**config.mk**
```make
export PLATFORM = sky130hd
export DESIGN_NAME = output_channel_config_bank
export DESIGN_NICKNAME = d
export VERILOG_FILES = /design/src/hdl/outbank_pkg.sv /design/src/hdl/output_channel_config_bank.sv /design/src/hdl/pair_divider.sv
export SDC_FILE = /design/constraint.sdc
export NUM_CORES = 1
export LEC_CHECK = 0
export ABC_AREA = 1
export BUFFER_PORTS_ARGS = -buffer_cell sky130_fd_sc_hd__buf_2
export CAP_MARGIN = 20
export CORE_ASPECT_RATIO = 0.6
export CORE_MARGIN = 2
export CORE_UTILIZATION = 40
export DETAILED_ROUTE_END_ITERATION = 10
export PLACE_DENSITY = 0.59
export SKIP_CTS_REPAIR_TIMING = 1
export SYNTH_ARGS = -nofsm -noshare
export SYNTH_HDL_FRONTEND = slang
export SYNTH_SLANG_ARGS = --single-unit
```
**constraint.sdc**
```tcl
create_clock -name mclk_i -period 1.3 [get_ports mclk_i]
set_clock_uncertainty 0.05 [all_clocks]
set_input_delay 0.26 -clock mclk_i [delete_from_list [all_inputs] [get_ports mclk_i]]
set_output_delay 0.26 -clock mclk_i [all_outputs]
set_load 0.005 [all_outputs]
```
**src/hdl/outbank_pkg.sv**
```systemverilog
// Package of offsets, field positions, reset values and carrier types for the output channel bank.
package outbank_pkg;

  // ****************************************************************
  // Register offsets (word index on the configuration port).
  // ****************************************************************
  localparam logic [3:0] OFS_PAIR_AB_CTRL = 4'h5;
  localparam logic [3:0] OFS_PAIR_AB_DIV  = 4'h6;
  localparam logic [3:0] OFS_PAIR_CD_CTRL = 4'h7;
  localparam logic [3:0] OFS_PAIR_CD_DIV  = 4'h8;

  // ****************************************************************
  // Field positions inside a pair control register, and the register widths.
  // ****************************************************************
  localparam int POS_SUPPLY   = 0;
  localparam int POS_LO_STATE = 1;
  localparam int POS_LO_DRV   = 3;
  localparam int POS_HI_STATE = 5;
  localparam int POS_HI_DRV   = 7;
  localparam int CTRL_BITS    = 9;
  localparam int DIV_BITS     = 8;

  // ****************************************************************
  // Reset values of the stored fields.
  // ****************************************************************
  localparam logic [8:0] CTRL_RESET = 9'h000;
  localparam logic [7:0] DIV_RESET  = 8'h00;

  // Output state codes.
  typedef enum logic [1:0]
  {
    ST_OFF  = 2'h0,
    ST_RUN  = 2'h1,
    ST_LOW  = 2'h2,
    ST_HIGH = 2'h3
  } out_state_t;

  // Driver type codes; both low codes mean the low-voltage differential driver.
  typedef enum logic [1:0]
  {
    DRV_LVDS  = 2'h0,
    DRV_LVDS2 = 2'h1,
    DRV_CML   = 2'h2,
    DRV_ECL   = 2'h3
  } drv_type_t;

  // Per-channel view handed to the analog drivers.
  typedef struct packed
  {
    logic       clk_out;
    logic       drive_en;
    drv_type_t  drv_type;
  } chan_out_t;

  // Register read and write request from the configuration port.
  typedef struct packed
  {
    logic        wr_en;
    logic        rd_en;
    logic [3:0]  addr;
    logic [15:0] wdata;
  } reg_req_t;

endpackage

```
**src/hdl/output_channel_config_bank.sv**
```systemverilog
// Configuration bank and output stage for the four integer-divided clock channels.
`timescale 1ns/100ps
// Function
// RULE1 - Host writes zero into reserved bits.
// RULE2 - Output state: off, run, static low, static high.
// RULE3 - Driver type: LVDS, LVDS, CML, ECL.
// RULE4 - Pair AB divider ratio is value plus one.
// RULE5 - Pair CD divider ratio is value plus one.
// RULE6 - Bit 0 selects pair supply level.
// RULE7 - Lower channel bits 4:1, upper 8:5.
// RULE8 - Sync bit low holds dividers aligned.
// RULE9 - Run bit low holds device, keeps registers.
module output_channel_config_bank
(
  input  wire logic                   mclk_i,
  input  wire logic                   rst_n_i,
  input  wire outbank_pkg::reg_req_t  req_i,
  input  wire logic                   divider_sync_release_i,
  input  wire logic                   device_run_not_held_i,
  output outbank_pkg::chan_out_t      chan_a_o,
  output outbank_pkg::chan_out_t      chan_b_o,
  output outbank_pkg::chan_out_t      chan_c_o,
  output outbank_pkg::chan_out_t      chan_d_o,
  output logic                        pair_ab_supply_select_o,
  output logic                        pair_cd_supply_select_o,
  output logic [15:0]                 rdata_o,
  output logic                        rvalid_o
);

  // ****************************************************************
  // Register storage.
  // ****************************************************************
  logic [8:0]  ab_ctrl_r;
  logic [8:0]  ab_ctrl_nxt;
  logic [8:0]  cd_ctrl_r;
  logic [8:0]  cd_ctrl_nxt;
  logic [7:0]  pair_ab_integer_divider_r;
  logic [7:0]  ab_div_nxt;
  logic [7:0]  pair_cd_integer_divider_r;
  logic [7:0]  cd_div_nxt;
  logic [15:0] rdata_r;
  logic [15:0] rdata_nxt;
  logic        rvalid_r;
  logic        rvalid_nxt;

  // Reserved bits are not stored, so a stray nonzero write cannot steer anything.
  always_comb
  begin
    ab_ctrl_nxt = ab_ctrl_r;
    cd_ctrl_nxt = cd_ctrl_r;
    ab_div_nxt  = pair_ab_integer_divider_r;
    cd_div_nxt  = pair_cd_integer_divider_r;
    if (req_i.wr_en)
    begin
      unique case (req_i.addr)
        outbank_pkg::OFS_PAIR_AB_CTRL: ab_ctrl_nxt = req_i.wdata[8:0]; // RULE1
        outbank_pkg::OFS_PAIR_CD_CTRL: cd_ctrl_nxt = req_i.wdata[8:0];
        outbank_pkg::OFS_PAIR_AB_DIV:  ab_div_nxt  = req_i.wdata[7:0]; // RULE4
        outbank_pkg::OFS_PAIR_CD_DIV:  cd_div_nxt  = req_i.wdata[7:0]; // RULE5
        default: ;
      endcase
    end
  end

  // Readback; reserved bits read zero and unmapped offsets return zero.
  always_comb
  begin
    rdata_nxt  = rdata_r;
    rvalid_nxt = req_i.rd_en;
    if (req_i.rd_en)
    begin
      unique case (req_i.addr)
        outbank_pkg::OFS_PAIR_AB_CTRL: rdata_nxt = {7'h00, ab_ctrl_r};
        outbank_pkg::OFS_PAIR_CD_CTRL: rdata_nxt = {7'h00, cd_ctrl_r};
        outbank_pkg::OFS_PAIR_AB_DIV:  rdata_nxt = {8'h00, pair_ab_integer_divider_r};
        outbank_pkg::OFS_PAIR_CD_DIV:  rdata_nxt = {8'h00, pair_cd_integer_divider_r};
        default:                       rdata_nxt = 16'h0000;
      endcase
    end
  end

  // Register contents survive the run-hold; only the pin reset clears them.
  always_ff @(posedge mclk_i or negedge rst_n_i)
  begin
    if (!rst_n_i)
    begin
      ab_ctrl_r                 <= outbank_pkg::CTRL_RESET;
      cd_ctrl_r                 <= outbank_pkg::CTRL_RESET;
      pair_ab_integer_divider_r <= outbank_pkg::DIV_RESET;
      pair_cd_integer_divider_r <= outbank_pkg::DIV_RESET;
      rdata_r                   <= 16'h0000;
      rvalid_r                  <= 1'b0;
    end
    else
    begin
      ab_ctrl_r                 <= ab_ctrl_nxt; // RULE9
      cd_ctrl_r                 <= cd_ctrl_nxt;
      pair_ab_integer_divider_r <= ab_div_nxt;
      pair_cd_integer_divider_r <= cd_div_nxt;
      rdata_r                   <= rdata_nxt;
      rvalid_r                  <= rvalid_nxt;
    end
  end

  // ****************************************************************
  // Field decode.
  // ****************************************************************
  outbank_pkg::out_state_t chan_a_output_state;
  outbank_pkg::out_state_t chan_b_output_state;
  outbank_pkg::out_state_t chan_c_output_state;
  outbank_pkg::out_state_t chan_d_output_state;
  outbank_pkg::drv_type_t  chan_a_driver_type;
  outbank_pkg::drv_type_t  chan_b_driver_type;
  outbank_pkg::drv_type_t  chan_c_driver_type;
  outbank_pkg::drv_type_t  chan_d_driver_type;

  // Lower channel sits in bits 4:1, upper in bits 8:5 of each pair register.
  assign chan_a_output_state = outbank_pkg::out_state_t'(ab_ctrl_r[outbank_pkg::POS_LO_STATE +: 2]); // RULE7
  assign chan_a_driver_type  = outbank_pkg::drv_type_t'(ab_ctrl_r[outbank_pkg::POS_LO_DRV +: 2]);
  assign chan_b_output_state = outbank_pkg::out_state_t'(ab_ctrl_r[outbank_pkg::POS_HI_STATE +: 2]);
  assign chan_b_driver_type  = outbank_pkg::drv_type_t'(ab_ctrl_r[outbank_pkg::POS_HI_DRV +: 2]);
  assign chan_c_output_state = outbank_pkg::out_state_t'(cd_ctrl_r[outbank_pkg::POS_LO_STATE +: 2]);
  assign chan_c_driver_type  = outbank_pkg::drv_type_t'(cd_ctrl_r[outbank_pkg::POS_LO_DRV +: 2]);
  assign chan_d_output_state = outbank_pkg::out_state_t'(cd_ctrl_r[outbank_pkg::POS_HI_STATE +: 2]);
  assign chan_d_driver_type  = outbank_pkg::drv_type_t'(cd_ctrl_r[outbank_pkg::POS_HI_DRV +: 2]);

  // ****************************************************************
  // Shared dividers.
  // ****************************************************************
  logic div_hold;
  logic ab_clk;
  logic cd_clk;

  // Both dividers are held at their start point while sync is forced or the device is held.
  assign div_hold = !divider_sync_release_i || !device_run_not_held_i; // RULE8 RULE9

  pair_divider #(.DIV_W(outbank_pkg::DIV_BITS)) u_div_ab
  (
    .mclk_i     (mclk_i),
    .rst_n_i    (rst_n_i),
    .hold_i     (div_hold),
    .ratio_m1_i (pair_ab_integer_divider_r),
    .clk_en_o   (),
    .div_clk_o  (ab_clk)
  );

  pair_divider #(.DIV_W(outbank_pkg::DIV_BITS)) u_div_cd
  (
    .mclk_i     (mclk_i),
    .rst_n_i    (rst_n_i),
    .hold_i     (div_hold),
    .ratio_m1_i (pair_cd_integer_divider_r),
    .clk_en_o   (),
    .div_clk_o  (cd_clk)
  );

  // Output state decode for one channel; a held device drives nothing.
  function automatic outbank_pkg::chan_out_t shape(input outbank_pkg::out_state_t st,
                                                   input outbank_pkg::drv_type_t dt,
                                                   input logic clk, input logic run);
    outbank_pkg::chan_out_t o;
    o.drv_type = dt; // RULE3
    o.drive_en = run && (st != outbank_pkg::ST_OFF); // RULE2
    unique case (st)
      outbank_pkg::ST_OFF:  o.clk_out = 1'b0;
      outbank_pkg::ST_RUN:  o.clk_out = clk;
      outbank_pkg::ST_LOW:  o.clk_out = 1'b0;
      outbank_pkg::ST_HIGH: o.clk_out = 1'b1;
    endcase
    if (!run)
    begin
      o.clk_out = 1'b0;
    end
    return o;
  endfunction

  // ****************************************************************
  // Registered outputs.
  // ****************************************************************
  outbank_pkg::chan_out_t a_nxt;
  outbank_pkg::chan_out_t b_nxt;
  outbank_pkg::chan_out_t c_nxt;
  outbank_pkg::chan_out_t d_nxt;

  // Channel shaping for all four outputs.
  always_comb
  begin
    a_nxt = shape(chan_a_output_state, chan_a_driver_type, ab_clk, device_run_not_held_i);
    b_nxt = shape(chan_b_output_state, chan_b_driver_type, ab_clk, device_run_not_held_i);
    c_nxt = shape(chan_c_output_state, chan_c_driver_type, cd_clk, device_run_not_held_i);
    d_nxt = shape(chan_d_output_state, chan_d_driver_type, cd_clk, device_run_not_held_i);
  end

  // Output flops keep every top-level output glitch free.
  always_ff @(posedge mclk_i or negedge rst_n_i)
  begin
    if (!rst_n_i)
    begin
      chan_a_o                <= '0;
      chan_b_o                <= '0;
      chan_c_o                <= '0;
      chan_d_o                <= '0;
      pair_ab_supply_select_o <= 1'b0;
      pair_cd_supply_select_o <= 1'b0;
    end
    else
    begin
      chan_a_o                <= a_nxt;
      chan_b_o                <= b_nxt;
      chan_c_o                <= c_nxt;
      chan_d_o                <= d_nxt;
      pair_ab_supply_select_o <= ab_ctrl_r[outbank_pkg::POS_SUPPLY]; // RULE6
      pair_cd_supply_select_o <= cd_ctrl_r[outbank_pkg::POS_SUPPLY];
    end
  end

  assign rdata_o  = rdata_r;
  assign rvalid_o = rvalid_r;

  // ****************************************************************
  // Checks.
  // ****************************************************************
  a_static_high_hold: assert property (@(posedge mclk_i) disable iff (!rst_n_i) // RULE2
    (chan_a_output_state == outbank_pkg::ST_HIGH && device_run_not_held_i)
      |=> (chan_a_o.clk_out && chan_a_o.drive_en))
    else $error("channel a static high not driven");

  a_off_no_drive: assert property (@(posedge mclk_i) disable iff (!rst_n_i) // RULE2
    (chan_c_output_state == outbank_pkg::ST_OFF) |=> !chan_c_o.drive_en)
    else $error("channel c drives while off");

  a_drv_type_copy: assert property (@(posedge mclk_i) disable iff (!rst_n_i) // RULE3
    ##1 chan_d_o.drv_type == $past(chan_d_driver_type))
    else $error("channel d driver type mismatch");

  a_ab_div_write: assert property (@(posedge mclk_i) disable iff (!rst_n_i) // RULE4
    (req_i.wr_en && req_i.addr == outbank_pkg::OFS_PAIR_AB_DIV)
      |=> pair_ab_integer_divider_r == $past(req_i.wdata[7:0]))
    else $error("pair ab divider not stored");

  a_cd_div_read: assert property (@(posedge mclk_i) disable iff (!rst_n_i) // RULE5
    (req_i.rd_en && req_i.addr == outbank_pkg::OFS_PAIR_CD_DIV && !req_i.wr_en)
      |=> rvalid_o && rdata_o == {8'h00, pair_cd_integer_divider_r})
    else $error("pair cd divider readback wrong");

  a_supply_follow: assert property (@(posedge mclk_i) disable iff (!rst_n_i) // RULE6
    $changed(ab_ctrl_r[0]) |=> pair_ab_supply_select_o == $past(ab_ctrl_r[0]))
    else $error("pair ab supply select lagging");

  a_hi_field_map: assert property (@(posedge mclk_i) disable iff (!rst_n_i) // RULE7
    (req_i.wr_en && req_i.addr == outbank_pkg::OFS_PAIR_CD_CTRL)
      |=> chan_d_output_state == outbank_pkg::out_state_t'($past(req_i.wdata[6:5])))
    else $error("channel d state field misplaced");

  a_sync_hold: assert property (@(posedge mclk_i) disable iff (!rst_n_i) // RULE8
    (!divider_sync_release_i)[*2] |-> !ab_clk && !cd_clk)
    else $error("dividers toggle while synchronised");

  a_run_hold: assert property (@(posedge mclk_i) disable iff (!rst_n_i) // RULE9
    !device_run_not_held_i |=> !chan_b_o.drive_en && !chan_b_o.clk_out)
    else $error("channel b active while device held");

endmodule

```
**src/hdl/pair_divider.sv**
```systemverilog
// Shared integer divider for one channel pair with synchronous hold.
`timescale 1ns/100ps
module pair_divider
#(
  parameter int DIV_W = 8
)
(
  input  wire logic             mclk_i,
  input  wire logic             rst_n_i,
  input  wire logic             hold_i,
  input  wire logic [DIV_W-1:0] ratio_m1_i,
  output logic                  clk_en_o,
  output logic                  div_clk_o
);

  // Widths past sixteen bits are refused at elaboration, because nothing needs such long reload paths.
  if (DIV_W < 1 || DIV_W > 16)
  begin
    $error("pair_divider: DIV_W out of range");
  end

  logic [DIV_W-1:0] cnt_r;
  logic [DIV_W-1:0] cnt_nxt;
  logic             tgl_r;
  logic             tgl_nxt;
  logic             en_r;
  logic             en_nxt;

  // Count down from the stored value; each wrap marks one half period of value plus one cycles.
  always_comb
  begin
    cnt_nxt = cnt_r;
    tgl_nxt = tgl_r;
    en_nxt  = 1'b0;
    if (hold_i)
    begin
      cnt_nxt = ratio_m1_i;
      tgl_nxt = 1'b0;
    end
    else if (cnt_r == '0)
    begin
      cnt_nxt = ratio_m1_i;
      tgl_nxt = ~tgl_r;
      en_nxt  = 1'b1;
    end
    else
    begin
      cnt_nxt = cnt_r - 1'b1;
    end
  end

  // Registering stage.
  always_ff @(posedge mclk_i or negedge rst_n_i)
  begin
    if (!rst_n_i)
    begin
      cnt_r <= '0;
      tgl_r <= 1'b0;
      en_r  <= 1'b0;
    end
    else
    begin
      cnt_r <= cnt_nxt;
      tgl_r <= tgl_nxt;
      en_r  <= en_nxt;
    end
  end

  assign clk_en_o  = en_r;
  assign div_clk_o = tgl_r;

endmodule
```
=== Word-level counts from Yosys, hierarchy flattened ===
Cells that the tools add are included.

* Bits in registers: 87
* Logic and storage cells: 88

* Bitwise logic cells: 2
* Eq/ne operators: 16
* Muxes and demuxes: 17
* Add/subtract/negate cells: 2
* Reductions and logical operators: 27

{| class="wikitable"
|+ Operators with widths
! cell !! count
|-
| $pmux W9 S4 || 1
|-
| $mux W8 || 4
|-
| $eq A2 B2 Y1 const B || 8
|-
| $logic_not A8 Y1 || 2
|-
| $sub A8 B1 Y8 const B || 2
|-
| $eq A4 B3 Y1 const B || 3
|-
| $pmux W1 S3 || 4
|-
| $reduce_bool A2 Y1 || 6
|-
| $eq A2 B1 Y1 const B || 4
|-
| $logic_not A2 Y1 || 4
|-
| $mux W1 || 8
|-
| $reduce_and A2 Y1 || 4
|-
| $reduce_or A2 Y1 || 4
|-
| $eq A4 B4 Y1 const B || 1
|-
| $logic_and A1 B1 Y1 || 4
|-
| $logic_not A1 Y1 || 2
|-
| $not A1 Y1 || 2
|-
| $logic_or A1 B1 Y1 || 1
|}

=== Logic depth before layout (Yosys ltp) ===
* Depth in word-level cells: 4
* Depth in mapped cells: 9

=== Cells and area by module ===
Synthesis repeated with hierarchy kept, for this count alone.

* Cells, all modules: 427
* Area, all modules: 3781.1 um2

{| class="wikitable"
|+ Modules (own cells, without submodules)
! module !! area an instance (um2) !! seq. area each (um2) !! cells an instance !! times used
|-
| output_channel_config_bank || 2630.0 || 1551.5 || 271 || 1
|-
| pair_divider || 575.6 || 250.2 || 78 || 2
|}

=== Worst setup path before layout ===
Ideal clock, no wire load.

* Path type: register to register
* Start: register u_div_ab.cnt_r[0]
* End: register u_div_ab.cnt_r[3]
* Arrival: 1.163 ns
* Slack: -0.040 ns
* Path buffers: 1
* Stages on the path, launching flop included: 9
* Data required time: 1.123 ns
* Cell sequence: dfrtp_1 > inv_1 > ha_1 > nand2_1 > nor2_1 > nor2_2 > inv_1 > buf_2 > o21ai_0

* Word-level cells in the longest chain between the ends: 3
* Elaborated cells between the ends (all ways): 4

{| class="wikitable"
|+ Ends and longest elaborated chain
! item !! line !! RTL
|-
| from (decl) || pair_divider.sv:22 || <nowiki>logic [DIV_W-1:0] cnt_r;</nowiki>
|-
| from (signal assigned) || pair_divider.sv:63 || <nowiki>cnt_r <= cnt_nxt;</nowiki>
|-
| $sub A8 B1 Y8 or $logic_not A8 Y1 (tied branches) || pair_divider.sv:48, pair_divider.sv:40 ||
|-
| $mux W8 (*) || pair_divider.sv:40 || <nowiki>else if (cnt_r == '0)</nowiki>
|-
| $mux W8 (*) || pair_divider.sv:35 || <nowiki>if (hold_i)</nowiki>
|-
| named net u_div_ab.cnt_nxt[3] || pair_divider.sv:23 || <nowiki>logic [DIV_W-1:0] cnt_nxt;</nowiki>
|}

The timed path passes the listed nets; every way through them passes the cells marked *.
A chain may end at the register's enable or synchronous reset.

=== Worst setup path in the final report ===
* Start: register u_div_ab.cnt_r[1]
* End: register u_div_ab.cnt_r[2]

Same word-level chain as after synthesis.

==> impl_metrics.csv <==
group,metric,value,unit
placed_design,dpl.hpwl,6398,microns
route,drtAntennaViolNets,0,
outcome,status,"complete, but fails checks",
yosys,yosysUniqueCellTypes,25,
global_route,first_global_vias,2811,
final_layout,layout_common_cells,"nand2_1 (113), dfrtp_1 (80), buf_2 (45)",
final_layout,layout_commonest_cell,"nand2_1",
route,wl_met3,579,microns
die,initial_utilization,0.4184,
cts,cts_tree,"yes",
critical_path,criticalPathCategory,"flip-flop to flip-flop",
sta,min_period_over_period,1.006,
route,initialDrtViolationCount,181,
cts,path_clk_slew,60,ps
route,wl_met2,3597,microns
route,via_per_inst,4.808,
route,highest_layer,"met4",
yosys,yosys.area_share.simple,0.2255,
yosys,yosysSeqAreaShare,0.5550,
worst_hold_path,hold_end,"pair_cd_integer_divider_r[6]$_DFFE_PN0P_",
cts,clkSinkCount,80,
sta,fmax,764.5,MHz
die,dieHeight,77.56,microns
yosys,synthMuxAreaShare,0,
die,io_pins,61,
critical_path,cp-startpoint,"u_div_ab.cnt_r[1]$_DFF_PN0_",
global_route,antenna_found_initial,0,
sta,rsz0062_at_grt,"true",
worst_hold_path,min_from,"req_i[6]",
yosys,ys_ff_latch,80,
yosys,avgSynthCellArea,8.907,sq um
critical_path,endpoint_kind,"flip-flop",
cts,cts_made_buffers,9,
placed_design,place_ws,-140.1,ps
global_route,grt_first_pass_wirelength,13860,microns
run,maxCapViolations,0,
worst_hold_path,whs_path_depth,3,
die,die-width,126.6,microns
route,drt_wl_total,8620,microns
critical_path,r2r-end,"u_div_ab.cnt_r[2]$_DFF_PN0_",
pwr,cellPowerDensity,1621,nW/um^2
final_layout,layout.nets,528,
worst_hold_path,hp-class,"primary input to flip-flop",
yosys,synthAdderAreaFrac,0.01387,
placed_design,routabilityCongestion,0.7889,
sta,final_max_slew_viol_count,0,
critical_path,r2r_slack,-8,ps
outcome,violations,"negative setup slack",
critical_path,reg2reg_from,"u_div_ab.cnt_r[1]$_DFF_PN0_",
global_route,grt_max_degree,25,
pwr,p_leak,2.464,nW
sta,hold_viol,0,
final_layout,drive_gt1_frac,0.3287,
yosys,synth-compound-area-share,0.1131,
sta,post-route-min-period,1308,ps
final_layout,syn_to_final_growth,33.33,%
critical_path,cp.arrival,1480,ps
yosys,netlist_area,3607,sq um
route,drc,0,
die,row_count,26,
pwr,report.power.total,0.007795,W
yosys,synthXorXnorAreaFrac,0.01457,
route,routedWlPerCell,14.04,microns
die,dieArea,9819,sq um
cts,cts_buffer_depth,2,
yosys,yosys_warnings,0,
yosys,syn_inst,405,
sta,setup_ws,-8.057,ps
critical_path,critPathLaunchType,"flip-flop",
placed_design,io_buffer_count,46,
die,core_area,8621,sq um
global_route,grt.overflow.total,0,
final_layout,diodes,0,
critical_path,cp_max_fo,7,
yosys,synth_top_family_by_area,"simple AND/OR/NAND/NOR gates",
route,dr.pass1.iters,4,
final_layout,nFillCells,793,
route,wl_met1,4341,microns
global_route,gr-usage-all-layers,0.1833,
route,vias,2952,
cts,cts_max_level,3,
critical_path,required,1470,ps
critical_path,reg2regPathDepth,8,
cts,clockRootBuffer,"clkbuf_16",
sta,finalSetupViolations,1,
pwr,ir_drop,0.0008380,V
cts,clk_latency,340,ps
-- stage by stage --
stage | util | cells | TNS, ps | hold WS [ps] | cell area [sq um]
floorplan | - | 411 | 0 | -85.59 | 3641
finish | 0.5579 | 614 | -8.057 | 102.7 | 4810
CTS | 0.5319 | 609 | -754.1 | -213.5 | 4586
global route | 0.5579 | 614 | -601.5 | 143.4 | 4810
global placement | 0.4959 | 594 | -930.0 | 147.8 | 4275
detailed placement | 0.4959 | 594 | -1938 | 149.2 | 4275
-- worst max-delay path, stage by stage, from the launching register on --
cell and delay [ps]:
dfrtp_1 360, inv_2 60, ha_4 160, nand2_4 70, nor2_4 50, nor2_4 170
clkinv_4 130, nand2_2 90, o21ai_2 50
-- registers in the layout (all words and copies together), names as in the netlist --
| name | flops |
|---|---|
| ab_ctrl_r | 9 |
| cd_ctrl_r | 9 |
| chan_a_o | 4 |
| chan_b_o | 4 |
| chan_c_o | 4 |
| chan_d_o | 4 |
| pair_ab_integer_divider_r | 8 |
| pair_ab_supply_select_o | 1 |
| pair_cd_integer_divider_r | 8 |
| pair_cd_supply_select_o | 1 |
| rdata_o | 9 |
| rvalid_o | 1 |
| u_div_ab.cnt_r | 8 |
| u_div_ab.div_clk_o | 1 |
| u_div_cd.cnt_r | 8 |
| u_div_cd.div_clk_o | 1 |
-- worst max path at each step --
stage	to	slack, ps	depth (start not counted)
2_1_floorplan	u_div_ab.cnt_r[3]$_DFF_PN0_	7	9
3_3_place_gp	rdata_o[3]$_DFFE_PN0P_	-60	10
3_5_place_dp	u_div_cd.cnt_r[3]$_DFF_PN0_	-140	6
4_1_cts	u_div_cd.cnt_r[5]$_DFF_PN0_	-130	6
5_1_grt	u_div_ab.cnt_r[3]$_DFF_PN0_	-80	8
6_report	u_div_ab.cnt_r[2]$_DFF_PN0_	-8	8
-- power by group --
group / internal [W] / leakage (nW) / switching, W / total (W)
combinational: 0.000844 / 1.30 / 0.00100 / 0.00184
sequential: 0.00297 / 1.02 / 0.000338 / 0.00331
clock: 0.00167 / 0.149 / 0.000970 / 0.00264
-- cells by family (layout without fill, tap and decap cells) --
kind of cell	after synthesis	count (layout)
AOI/OAI and AO/OA	70	70
xor gates and xnor gates	6	6
adders and majority gates	4	4
buffers and inverters	57	148
DFF	80	80
other	1	7
and+or+nand+nor	187	187
-- cell usage after synthesis --
library cell,count,area share
a21oi_1,5,0.0069
and3_1,1,0.0017
buf_2,3,0.0042
buf_4,8,0.017
buf_6,4,0.012
clkinv_1,1,0.0010
conb_1,1,0.0010
dfrtp_1,80,0.55
ha_1,4,0.014
inv_1,40,0.042
inv_2,1,0.0010
nand2_1,124,0.13
nand2_2,2,0.0035
nand3_1,35,0.049
nand3_4,2,0.0097
nand4_1,1,0.0017
nor2_1,16,0.017
nor2_2,3,0.0052
nor2_4,3,0.0094
o21a_1,5,0.010
o21ai_0,32,0.044
o21ai_1,16,0.022
o21ai_2,12,0.029
xnor2_1,3,0.0073
xor2_1,3,0.0073
-- per-layer routing --
layer | vias up | GRT usage
li1 | 1466 | -
met1 | 1402 | 0.2731
met2 | 75 | 0.2588
met3 | 9 | 0.05517
met4 | 0 | 0.04945
met5 | - | 0
-- layout make-up --
cell class                 count  area, sq um  area share
sequential                    80         2002      0.4162
clock inverter                 5        81.33     0.01691
multi-input combinational    274         1528      0.3176
tap                          112        140.1     0.02914
clock buffer                  10        229.0     0.04761
timing repair buffer          90        660.6      0.1374
timing repair inverter         1        6.256    0.001301
inverter                      42        162.7     0.03382
No activity file was read; power rests on OpenSTA's default activity.
